===== src/fbus_msg_pkg.sv =====
// Purpose: Shared constants for the fieldbus process image and message area.
// Assumes: Byte offsets are positions in the cyclic process image.
// Notes:   Message fields keep one relative layout in both maps.
package fbus_msg_pkg;
    localparam int unsigned MAX_WORDS      = 4;
    // Compact map positions
    localparam logic [4:0]  CMP_CMD_HI     = 5'h00;
    localparam logic [4:0]  CMP_CMD_LO     = 5'h01;
    localparam logic [4:0]  CMP_REF_HI     = 5'h02;
    localparam logic [4:0]  CMP_REF_LO     = 5'h03;
    localparam logic [4:0]  CMP_MSG_BASE   = 5'h04;
    localparam logic [4:0]  CMP_MSG_LAST   = 5'h09;
    localparam logic [4:0]  CMP_HS         = 5'h0B;
    // Full map positions
    localparam logic [4:0]  FUL_MSG_BASE   = 5'h10;
    localparam logic [4:0]  FUL_MSG_LAST   = 5'h1B;
    localparam logic [4:0]  FUL_HS         = 5'h1F;
    // Offsets inside the message area
    localparam logic [4:0]  MSG_FUNC       = 5'h00;
    localparam logic [4:0]  MSG_ADDR_HI    = 5'h01;
    localparam logic [4:0]  MSG_ADDR_LO    = 5'h02;
    localparam logic [4:0]  MSG_CNT        = 5'h03;
    localparam logic [4:0]  MSG_DATA       = 5'h04;
    localparam int unsigned HS_BIT         = 7;
    // Function and response codes
    localparam logic [7:0]  FC_READ        = 8'h03;
    localparam logic [7:0]  FC_LOOP        = 8'h08;
    localparam logic [7:0]  FC_WRITE       = 8'h10;
    localparam logic [7:0]  RESP_WAIT      = 8'h00;
    localparam logic [7:0]  RESP_ERR_FLAG  = 8'h80;
    localparam logic [7:0]  ERR_CNT        = 8'h02;
    localparam logic [7:0]  ERR_BAD_FUNC   = 8'h01;
    localparam logic [7:0]  ERR_BAD_LEN    = 8'h21;
    localparam logic [7:0]  CMP_MAX_BYTES  = 8'h02;
    localparam logic [7:0]  FUL_MAX_BYTES  = 8'h08;
    // Software register map
    localparam logic [3:0]  REG_CTRL       = 4'h0;
    localparam logic [3:0]  REG_STATUS     = 4'h1;
    localparam logic [3:0]  REG_IRQ_STAT   = 4'h2;
    localparam logic [3:0]  REG_IRQ_MASK   = 4'h3;
    localparam logic [3:0]  REG_DRV_STAT   = 4'h4;
    localparam int unsigned CTRL_FULL_MAP  = 0;
    localparam int unsigned CTRL_FREQ_SPD  = 1;
    localparam logic [1:0]  CTRL_RESET     = 2'h0;
    localparam logic [2:0]  IRQ_MASK_RESET = 3'h0;
    localparam int unsigned IRQ_RESP       = 0;
    localparam int unsigned IRQ_ERR        = 1;
    localparam int unsigned IRQ_FAULT      = 2;
    localparam int unsigned STAT_FAULT     = 7;

    typedef enum logic [1:0] {
        ST_IDLE = 2'b01,
        ST_WAIT = 2'b10
    } eng_state_t;
endpackage


===== src/msg_if.sv =====
// Purpose: Carries the message area between the image logic and the engine.
// Assumes: One clock domain.
// Notes:   host side owns the master's request, engine side owns the response.
`timescale 1ns/1ps
`default_nettype none
interface msg_if;
    logic                                          compact;
    logic                                          hs_out;
    logic [7:0]                                    func;
    logic [15:0]                                   addr;
    logic [7:0]                                    cnt;
    logic [fbus_msg_pkg::MAX_WORDS-1:0][15:0]      wdata;
    logic                                          hs_in;
    logic [7:0]                                    rfunc;
    logic [15:0]                                   raddr;
    logic [7:0]                                    rcnt;
    logic [fbus_msg_pkg::MAX_WORDS-1:0][15:0]      rdata;
    logic                                          busy;
    logic                                          ev_resp;
    logic                                          ev_err;
    modport host (output compact, hs_out, func, addr, cnt, wdata,
                  input hs_in, rfunc, raddr, rcnt, rdata, busy, ev_resp, ev_err);
    modport engine (input compact, hs_out, func, addr, cnt, wdata,
                    output hs_in, rfunc, raddr, rcnt, rdata, busy, ev_resp, ev_err);
endinterface
`default_nettype wire


===== src/msg_engine.sv =====
// Purpose: Takes a message on a handshake toggle, checks it, forwards it to the drive.
// Assumes: Drive answers each request with one done pulse, same clock.
// Notes:   A toggle seen while busy is served once the current message ends.
`timescale 1ns/1ps
`default_nettype none
module msg_engine (
    input  wire logic  i_clk,
    input  wire logic  i_rst,
    msg_if.engine      m,
    output logic       o_drv_req,
    output logic [7:0] o_drv_func,
    output logic [15:0] o_drv_addr,
    output logic [7:0] o_drv_cnt,
    output logic [63:0] o_drv_wdata,
    input  wire logic  i_drv_done,
    input  wire logic  i_drv_err,
    input  wire logic [7:0] i_drv_errcode,
    input  wire logic [63:0] i_drv_rdata
);
    typedef struct packed {
        fbus_msg_pkg::eng_state_t                 state;
        logic                                     taken;
        logic                                     hs_in;
        logic [7:0]                               rfunc;
        logic [15:0]                              raddr;
        logic [7:0]                               rcnt;
        logic [fbus_msg_pkg::MAX_WORDS-1:0][15:0] rdata;
        logic                                     req;
        logic [7:0]                               func;
        logic [15:0]                              addr;
        logic [7:0]                               cnt;
        logic [63:0]                              wdata;
        logic                                     ev_resp;
        logic                                     ev_err;
    } eng_t;

    eng_t q;
    eng_t d;

    always_comb
    begin
        logic [7:0] max_bytes;
        logic       len_ok;
        logic       func_ok;
        max_bytes = m.compact ? fbus_msg_pkg::CMP_MAX_BYTES : fbus_msg_pkg::FUL_MAX_BYTES;
        len_ok    = (m.cnt != 8'h00) && !m.cnt[0] && (m.cnt <= max_bytes);
        func_ok   = (m.func == fbus_msg_pkg::FC_READ) || (m.func == fbus_msg_pkg::FC_LOOP)
                    || (m.func == fbus_msg_pkg::FC_WRITE);
        d         = q;
        d.req     = 1'b0;
        d.ev_resp = 1'b0;
        d.ev_err  = 1'b0;
        case (q.state)
            fbus_msg_pkg::ST_IDLE:
            begin
                if (m.hs_out != q.taken)
                begin
                    d.taken = m.hs_out;
                    d.raddr = m.addr;
                    d.rdata = '0;
                    d.func  = m.func;
                    if (!func_ok || !len_ok)
                    begin
                        // Refused locally, the drive never sees it
                        d.rfunc    = m.func | fbus_msg_pkg::RESP_ERR_FLAG;
                        d.rcnt     = fbus_msg_pkg::ERR_CNT;
                        d.rdata[0] = {8'h00, func_ok ? fbus_msg_pkg::ERR_BAD_LEN : fbus_msg_pkg::ERR_BAD_FUNC};
                        d.hs_in    = m.hs_out;
                        d.ev_resp  = 1'b1;
                        d.ev_err   = 1'b1;
                    end
                    else
                    begin
                        d.rfunc = fbus_msg_pkg::RESP_WAIT;
                        d.rcnt  = m.cnt;
                        d.req   = 1'b1;
                        d.addr  = m.addr;
                        d.cnt   = m.cnt;
                        d.wdata = (m.func == fbus_msg_pkg::FC_READ) ? 64'h0 : m.wdata;
                        d.state = fbus_msg_pkg::ST_WAIT;
                    end
                end
            end
            fbus_msg_pkg::ST_WAIT:
            begin
                if (i_drv_done)
                begin
                    if (i_drv_err)
                    begin
                        d.rfunc    = q.func | fbus_msg_pkg::RESP_ERR_FLAG;
                        d.rcnt     = fbus_msg_pkg::ERR_CNT;
                        d.rdata[0] = {8'h00, i_drv_errcode};
                        d.ev_err   = 1'b1;
                    end
                    else
                    begin
                        d.rfunc = q.func;
                        for (int i = 0; i < fbus_msg_pkg::MAX_WORDS; i++)
                        begin
                            // Only words inside the byte count carry data back
                            if ((q.func != fbus_msg_pkg::FC_WRITE) && (8'(2 * i) < q.cnt))
                                d.rdata[i] = i_drv_rdata[16*i +: 16];
                        end
                    end
                    d.hs_in   = q.taken;
                    d.ev_resp = 1'b1;
                    d.state   = fbus_msg_pkg::ST_IDLE;
                end
            end
            default:
            begin
                d.state = fbus_msg_pkg::ST_IDLE;
            end
        endcase
    end

    always_ff @(posedge i_clk)
    begin
        if (i_rst)
        begin
            q       <= '0;
            q.state <= fbus_msg_pkg::ST_IDLE;
            q.rfunc <= fbus_msg_pkg::RESP_WAIT;
        end
        else
        begin
            q <= d;
        end
    end

    assign m.hs_in      = q.hs_in;
    assign m.rfunc      = q.rfunc;
    assign m.raddr      = q.raddr;
    assign m.rcnt       = q.rcnt;
    assign m.rdata      = q.rdata;
    assign m.busy       = (q.state == fbus_msg_pkg::ST_WAIT);
    assign m.ev_resp    = q.ev_resp;
    assign m.ev_err     = q.ev_err;
    assign o_drv_req    = q.req;
    assign o_drv_func   = q.func;
    assign o_drv_addr   = q.addr;
    assign o_drv_cnt    = q.cnt;
    assign o_drv_wdata  = q.wdata;
endmodule
`default_nettype wire


===== src/fbus_drive_msg_area.sv =====
// Purpose: Cyclic process image of a drive fieldbus card with its message area.
// Assumes: Image port and drive link are on I_CLK_SYS; drive status bits are pins.
// Notes:   Full map bytes 0..15 are served elsewhere and read here as zero.
`timescale 1ns/1ps
`default_nettype none
// Notes on behaviour
// - Status bits 0-7 report run through fault
// - Status bits 8-F report error through servo
// - Device returns status, speed high byte first
// - V/f or open-loop PM sends frequency
// - Message fields at bytes 4 to 9
// - Byte 10 reserved, byte 11 handshake
// - Message forwarded to drive, answer later
// - At most four data words per message
// - Function codes 03H, 08H, 10H only
// - Count in bytes: 2, 4, 6, 8
// - Handshake bit 7 toggle starts, match answers
// - Response 00H waiting, code, or error
// - Error: MSB set, count 02H, code
module fbus_drive_msg_area #(
    parameter int unsigned DATA_WORDS = fbus_msg_pkg::MAX_WORDS
) (
    input  wire logic        I_CLK_SYS,
    input  wire logic        I_SYS_RST,
    input  wire logic [3:0]  I_ADDR,
    input  wire logic [15:0] I_WDATA,
    input  wire logic        I_WR,
    input  wire logic        I_RD,
    output logic      [15:0] O_RDATA,
    output logic             O_IRQ,
    input  wire logic        I_PD_WR,
    input  wire logic        I_PD_RD,
    input  wire logic [4:0]  I_PD_ADDR,
    input  wire logic [7:0]  I_PD_WDATA,
    output logic      [7:0]  O_PD_RDATA,
    output logic      [15:0] O_OP_CMD,
    output logic      [15:0] O_FREQ_REF,
    input  wire logic [15:0] I_DRIVE_STATUS,
    input  wire logic [15:0] I_MOTOR_SPEED,
    input  wire logic [15:0] I_OUT_FREQ,
    output logic             O_DRV_REQ,
    output logic      [7:0]  O_DRV_FUNC,
    output logic      [15:0] O_DRV_ADDR,
    output logic      [7:0]  O_DRV_CNT,
    output logic      [63:0] O_DRV_WDATA,
    input  wire logic        I_DRV_DONE,
    input  wire logic        I_DRV_ERR,
    input  wire logic [7:0]  I_DRV_ERRCODE,
    input  wire logic [63:0] I_DRV_RDATA
);
    if (DATA_WORDS != fbus_msg_pkg::MAX_WORDS)
    begin : g_check
        $error("DATA_WORDS must equal the message area word count");
    end

    typedef struct packed {
        logic [15:0]                              sync1;
        logic [15:0]                              sync2;
        logic                                     fault_prev;
        logic [1:0]                               ctrl;
        logic [2:0]                               irq_stat;
        logic [2:0]                               irq_mask;
        logic                                     irq;
        logic [15:0]                              rdata;
        logic [7:0]                               pd_rdata;
        logic [15:0]                              op_cmd;
        logic [15:0]                              freq_ref;
        logic [7:0]                               func;
        logic [15:0]                              addr;
        logic [7:0]                               cnt;
        logic [fbus_msg_pkg::MAX_WORDS-1:0][15:0] wdata;
        logic                                     hs_out;
    } top_t;

    top_t q;
    top_t d;
    msg_if m ();

    // Response byte at a message-relative offset
    function automatic logic [7:0] resp_byte(input logic [4:0] rel);
        logic [4:0] widx;
        widx = (rel - fbus_msg_pkg::MSG_DATA) >> 1;
        if (rel == fbus_msg_pkg::MSG_FUNC)
            return m.rfunc;
        else if (rel == fbus_msg_pkg::MSG_ADDR_HI)
            return m.raddr[15:8];
        else if (rel == fbus_msg_pkg::MSG_ADDR_LO)
            return m.raddr[7:0];
        else if (rel == fbus_msg_pkg::MSG_CNT)
            return m.rcnt;
        else if (rel[0] == fbus_msg_pkg::MSG_DATA[0])
            return m.rdata[widx[1:0]][15:8];
        else
            return m.rdata[widx[1:0]][7:0];
    endfunction

    always_comb
    begin
        logic       full;
        logic [4:0] rel;
        logic [4:0] widx;
        logic       in_msg;
        logic       at_hs;
        logic [15:0] speed;
        logic [7:0] img;
        logic [15:0] reg_rd;
        logic [2:0] events;
        logic [2:0] clr;
        reg_rd = 16'h0000;
        full   = q.ctrl[fbus_msg_pkg::CTRL_FULL_MAP];
        rel    = I_PD_ADDR - (full ? fbus_msg_pkg::FUL_MSG_BASE : fbus_msg_pkg::CMP_MSG_BASE);
        widx   = (rel - fbus_msg_pkg::MSG_DATA) >> 1;
        in_msg = full ? (I_PD_ADDR >= fbus_msg_pkg::FUL_MSG_BASE && I_PD_ADDR <= fbus_msg_pkg::FUL_MSG_LAST)
                      : (I_PD_ADDR >= fbus_msg_pkg::CMP_MSG_BASE && I_PD_ADDR <= fbus_msg_pkg::CMP_MSG_LAST);
        at_hs  = I_PD_ADDR == (full ? fbus_msg_pkg::FUL_HS : fbus_msg_pkg::CMP_HS);
        // Frequency stands in for speed when no speed is measured
        speed  = q.ctrl[fbus_msg_pkg::CTRL_FREQ_SPD] ? I_OUT_FREQ : I_MOTOR_SPEED;
        d      = q;
        // Pins pass two flops; the first is read only by the second
        d.sync1 = I_DRIVE_STATUS;
        d.sync2 = q.sync1;
        d.fault_prev = q.sync2[fbus_msg_pkg::STAT_FAULT];

        // Master image writes; reserved and unmapped bytes are dropped
        if (I_PD_WR)
        begin
            if (!full && I_PD_ADDR == fbus_msg_pkg::CMP_CMD_HI)
                d.op_cmd[15:8] = I_PD_WDATA;
            else if (!full && I_PD_ADDR == fbus_msg_pkg::CMP_CMD_LO)
                d.op_cmd[7:0] = I_PD_WDATA;
            else if (!full && I_PD_ADDR == fbus_msg_pkg::CMP_REF_HI)
                d.freq_ref[15:8] = I_PD_WDATA;
            else if (!full && I_PD_ADDR == fbus_msg_pkg::CMP_REF_LO)
                d.freq_ref[7:0] = I_PD_WDATA;
            else if (at_hs)
                d.hs_out = I_PD_WDATA[fbus_msg_pkg::HS_BIT];
            else if (in_msg)
            begin
                if (rel == fbus_msg_pkg::MSG_FUNC)
                    d.func = I_PD_WDATA;
                else if (rel == fbus_msg_pkg::MSG_ADDR_HI)
                    d.addr[15:8] = I_PD_WDATA;
                else if (rel == fbus_msg_pkg::MSG_ADDR_LO)
                    d.addr[7:0] = I_PD_WDATA;
                else if (rel == fbus_msg_pkg::MSG_CNT)
                    d.cnt = I_PD_WDATA;
                else if (rel[0] == fbus_msg_pkg::MSG_DATA[0])
                    d.wdata[widx[1:0]][15:8] = I_PD_WDATA;
                else
                    d.wdata[widx[1:0]][7:0] = I_PD_WDATA;
            end
        end

        // Input image toward the master
        img = 8'h00;
        if (!full && I_PD_ADDR == fbus_msg_pkg::CMP_CMD_HI)
            img = q.sync2[15:8];
        else if (!full && I_PD_ADDR == fbus_msg_pkg::CMP_CMD_LO)
            img = q.sync2[7:0];
        else if (!full && I_PD_ADDR == fbus_msg_pkg::CMP_REF_HI)
            img = speed[15:8];
        else if (!full && I_PD_ADDR == fbus_msg_pkg::CMP_REF_LO)
            img = speed[7:0];
        else if (at_hs)
            img = {m.hs_in, 7'h00};
        else if (in_msg)
            img = resp_byte(rel);
        d.pd_rdata = I_PD_RD ? img : 8'h00;

        // Software registers
        case (I_ADDR)
            fbus_msg_pkg::REG_CTRL:     reg_rd = {14'h0000, q.ctrl};
            fbus_msg_pkg::REG_STATUS:   reg_rd = {5'h00, m.busy, m.hs_in, q.hs_out, m.rfunc};
            fbus_msg_pkg::REG_IRQ_STAT: reg_rd = {13'h0000, q.irq_stat};
            fbus_msg_pkg::REG_IRQ_MASK: reg_rd = {13'h0000, q.irq_mask};
            fbus_msg_pkg::REG_DRV_STAT: reg_rd = q.sync2;
            default:                    reg_rd = 16'h0000;
        endcase
        d.rdata = I_RD ? reg_rd : 16'h0000;
        if (I_WR && I_ADDR == fbus_msg_pkg::REG_CTRL)
            d.ctrl = I_WDATA[1:0];
        if (I_WR && I_ADDR == fbus_msg_pkg::REG_IRQ_MASK)
            d.irq_mask = I_WDATA[2:0];
        clr = (I_WR && I_ADDR == fbus_msg_pkg::REG_IRQ_STAT) ? I_WDATA[2:0] : 3'h0;
        events = '0;
        events[fbus_msg_pkg::IRQ_RESP]  = m.ev_resp;
        events[fbus_msg_pkg::IRQ_ERR]   = m.ev_err;
        events[fbus_msg_pkg::IRQ_FAULT] = q.sync2[fbus_msg_pkg::STAT_FAULT] && !q.fault_prev;
        // A new event beats a clear in the same cycle
        d.irq_stat = (q.irq_stat & ~clr) | events;
        d.irq      = |(d.irq_stat & d.irq_mask);
    end

    always_ff @(posedge I_CLK_SYS)
    begin
        if (I_SYS_RST)
        begin
            q          <= '0;
            q.ctrl     <= fbus_msg_pkg::CTRL_RESET;
            q.irq_mask <= fbus_msg_pkg::IRQ_MASK_RESET;
        end
        else
        begin
            q <= d;
        end
    end

    assign m.compact = !q.ctrl[fbus_msg_pkg::CTRL_FULL_MAP];
    assign m.hs_out  = q.hs_out;
    assign m.func    = q.func;
    assign m.addr    = q.addr;
    assign m.cnt     = q.cnt;
    assign m.wdata   = q.wdata;

    msg_engine u_engine (
        .i_clk         (I_CLK_SYS),
        .i_rst         (I_SYS_RST),
        .m             (m.engine),
        .o_drv_req     (O_DRV_REQ),
        .o_drv_func    (O_DRV_FUNC),
        .o_drv_addr    (O_DRV_ADDR),
        .o_drv_cnt     (O_DRV_CNT),
        .o_drv_wdata   (O_DRV_WDATA),
        .i_drv_done    (I_DRV_DONE),
        .i_drv_err     (I_DRV_ERR),
        .i_drv_errcode (I_DRV_ERRCODE),
        .i_drv_rdata   (I_DRV_RDATA)
    );

    assign O_RDATA    = q.rdata;
    assign O_IRQ      = q.irq;
    assign O_PD_RDATA = q.pd_rdata;
    assign O_OP_CMD   = q.op_cmd;
    assign O_FREQ_REF = q.freq_ref;
endmodule
`default_nettype wire


===== config.mk =====
export PLATFORM = sky130hd
export DESIGN_NAME = fbus_drive_msg_area
export DESIGN_NICKNAME = d
export VERILOG_FILES = /design/src/fbus_msg_pkg.sv /design/src/msg_if.sv /design/src/msg_engine.sv /design/src/fbus_drive_msg_area.sv
export SDC_FILE = /design/constraint.sdc
export NUM_CORES = 1
export LEC_CHECK = 0
export ABC_AREA = 1
export BUFFER_PORTS_ARGS = -buffer_cell sky130_fd_sc_hd__buf_2
export CORE_ASPECT_RATIO = 2
export CORE_UTILIZATION = 45
export CTS_CLUSTER_DIAMETER = 30
export DETAILED_ROUTE_END_ITERATION = 6
export PLACE_DENSITY_LB_ADDON = 0.12
export SLEW_MARGIN = 20
export SYNTH_ARGS = -nofsm -noshare
export SYNTH_HDL_FRONTEND = slang
export SYNTH_SLANG_ARGS = --single-unit

===== constraint.sdc =====
create_clock -name I_CLK_SYS -period 6.45 [get_ports I_CLK_SYS]
set_input_delay 0.9675 -clock I_CLK_SYS [delete_from_list [all_inputs] [get_ports I_CLK_SYS]]
set_output_delay 0.9675 -clock I_CLK_SYS [all_outputs]
set_load 0.03 [all_outputs]

==> impl_metrics.yaml <==
timing:
  max_freq_mhz: 260
  hold_slack_ps: 403
  fin_crit_ps: 3840
  final-setup-viol-count: 0
  slew_headroom_pct: 18.1
  skew_ps: 21.0
  slew_violations: 0
  final_hold_viol_count: 0
  tightest_slew_ps: 1230
  tns_ps: 0
  fin_crit_sh_pct: 59.6
  grt_setup_unrepaired: "no"
pwr:
  pwr-share-comb_pct: 7.5
  power_frac_seq_pct: 43.2
  p_leak_uw: 0.00896
  internal_power_uw: 4350
  power.density_mw_per_mm2: 302
  ir_drop_v: 0.000233
  switching_share_pct: 25.7
  clkPwrFrac_pct: 49.3
  switchingPower_uw: 1510
worst_setup_path:
  cpPeakStageDelay_ps: 540
  cp_num_buf_inv: 6
  path_cells: "inv_1 > ha_2 > buf_4 > clkinv_1 > a21oi_1 > inv_1 > nor2_1 > inv_1 > nand2_1 > inv_1 > a22oi_1 > nor2_1"
  crit_path_end: "u_engine.m.rdata[11]"
  r2r_end: "u_engine.m.rdata[11]"
  critPathMaxFanout: 64
  start_kind: "flop"
  critPathArrivalTime_ps: 4250
  cp.depth: 12
  crit_start: "u_engine.q[197]"
  rr_startpoint: "u_engine.q[197]"
  slowest_stage: "buf_4"
  crit_type: "reg2reg"
  cp-end-kind: "flop"
  critical_path_required_ps: 6860
  crit_family: "buffers and inverters"
  r2r_slack_ps: 2610
  r2r_cells: 12
  path_common_cell: "inv_1"
finish:
  areaGrowthSynthToFinish_pct: 12.6
  final_cell_area_mm2: 0.0194
  register_area_mm2: 0.00789
  multi_input_area_mm2: 0.00673
  layout-drive-gt1-share_pct: 17.7
  final_util_pct: 51.3
  final_common_cell: "nand2_1"
  fillers: 3916
  nets: 2634
  final_cell_mix: "nand2_1, nor2_1, dfxtp_1, buf_2, inv_1"
clock_tree:
  cts_tree: "built"
  root_buffer: "clkbuf_16"
  clkTransAtPathRegs_ps: 60
  cts_made_buffers: 49
  clkLatencyLatePin_ps: 570
  post-cts-setup-buffer-count: 0
  holdBufCountCts: 0
  cts.sinks: 394
  cts_max_level: 2
  clk_path_buf_depth: 3
  cts_resized: 0
placement:
  placed_area_mm2: 0.0177
  dp_hpwl_mm: 34.4
  portBuffers: 301
  gp_congestion: 0.888
yosys:
  ys_ff_latch: 394
  ys.warnings.count: 0
  synth_area_mm2: 0.0172
  async_flop_share_pct: 0
  ys.flop_type: "dfxtp_1"
  synth_top_area_cell: "dfxtp_1"
  syn-num-nets: 2543
  postSynthCellCount: 2376
  synth_seq_area_share_pct: 45.8
  avgSynthCellArea_um2: 7.24
  synthTopCellsByArea: "dfxtp_1, nand2_1, nor2_1, buf_4, o21ai_0"
  synth_edf_count: 0
  synthDistinctLibCells: 44
  synth.top_cell.area_share_pct: 45.8
detailed_routing:
  route.detailed.drc: 0
  drtIter0Drc: 825
  routedWlPerCell_um: 16.6
  postRouteAntennaNets: 0
  dr_total_vias: 14800
  drt-pass1-iter-count: 5
  vias_per_cell: 4.98
  wl_mm: 49.4
global_routing:
  met1_usage_pct: 27.1
  grt_max_degree: 254
  antenna_found_initial: 1
  grt_pass1_vias: 13900
  grt-ovfl-total: 0
  grt_pass1_wl_mm: 76.6
  globalRouteMet3Util_pct: 3.30
  top_usage_layer: "met2"
  grt_use_met2_pct: 48.0
  grt_util_all_layers_pct: 25.2
run_status:
  status: "finished, final reports clean"
flow_run:
  maxCapViolations: 0
floorplanning:
  coreArea_mm2: 0.0378
  start_util_pct: 45.5
  row_count: 101
  die_h_um: 279
  fp.dieW_um: 140
  ioPinCount: 315
  dieArea_mm2: 0.0391
hold_path:
  hold_path_depth: 2
  min_path_type: "reg2reg"
==> stage by stage <==
step	instances	worst slack, ps	total power, uW
2_1_floorplan	2376	3480	2870
3_3_place_gp	2879	2310	3020
3_5_place_dp	2879	2250	3020
4_1_cts	2968	2570	5920
5_1_grt	2968	2230	6070
6_report	2969	2610	5860
==> sequential cells by signal, indices dropped and copies added (netlist names), 16 cells and up <==
| signal | cells |
|---|---|
| O_FREQ_REF | 16 |
| O_OP_CMD | 16 |
| O_RDATA | 16 |
| d | 17 |
| m.addr | 16 |
| m.wdata | 64 |
| q | 24 |
| u_engine.m.raddr | 16 |
| u_engine.m.rdata | 64 |
| u_engine.o_drv_addr | 16 |
| u_engine.o_drv_wdata | 64 |
==> logic make-up (layout without fill, tap and decap cells) <==
family	Yosys count	in the layout	share of synthesized area, %
adders and majority gates	6	6	0.436
AOI/OAI and AO/OA	399	399	12.6
buffers and inverters	499	628	15.2
xor gates and xnor gates	1	1	0.0509
other	0	1	0
DFF	394	394	45.8
and+or+nand+nor	1076	1076	25.9
muxes	1	1	0.0582
==> worst min-delay path, cell delays in order (launching register included) <==
cell,delay [ps]
dfxtp_1,300
inv_1,40
nor2_1,30
==> power by group through the flow <==
| stage | Combinational, uW | Clock (uW) | Sequential (uW) |
|---|---|---|---|
| after CTS | 441 | 2950 | 2530 |
| after detailed placement | 438 | 0 | 2590 |
| after floorplan | 297 | 0 | 2570 |
| final | 438 | 2890 | 2530 |
| after global routing | 485 | 3040 | 2540 |
| after global placement | 434 | 0 | 2590 |
==> synth_stat cells, drive strengths merged, types with 2 or more instances <==
cell type,instances
a221oi,2
dfxtp,394
clkbuf,85
ha,6
nand2,446
o211ai,14
a31oi,11
o21bai,2
buf,187
a22oi,16
nand3,182
a211oi,9
or2,17
nor3,13
nand4,11
a21oi,118
o21ai,220
nor2,403
nor4,3
inv,221
o221a,2
clkinv,6
==> cell type report <==
type	instances	share of cell area [%]
inverters	227	4.42
diodes	1	0.0129
well taps	463	2.99
flip-flops and latches	394	40.7
repair buffers	312	8.28
clock inverters	37	2.40
multi-input cells	1483	34.7
clock buffers	52	6.49
==> metal layers <==
metal | part of all wire, % | wire [um] | vias to the layer above
met2 | 54 | 26600 | 392
met3 | 3.8 | 1900 | 104
met5 | 0.020 | 10 | -
met4 | 4.2 | 2060 | 2
met1 | 38 | 18800 | 6685
li1 | - | - | 7597
==> worst min-delay path by stage <==
stage | endpoint | slack, ps | startpoint
3_5_place_dp | d[162] | 390 | d[170]
5_1_grt | q[175] | 420 | d[175]
3_3_place_gp | d[162] | 390 | d[170]
4_1_cts | q[167] | 410 | d[167]
6_report | q[173] | 400 | d[173]
2_1_floorplan | d[162] | 390 | d[170]
(Power assumes the default switching activity.)
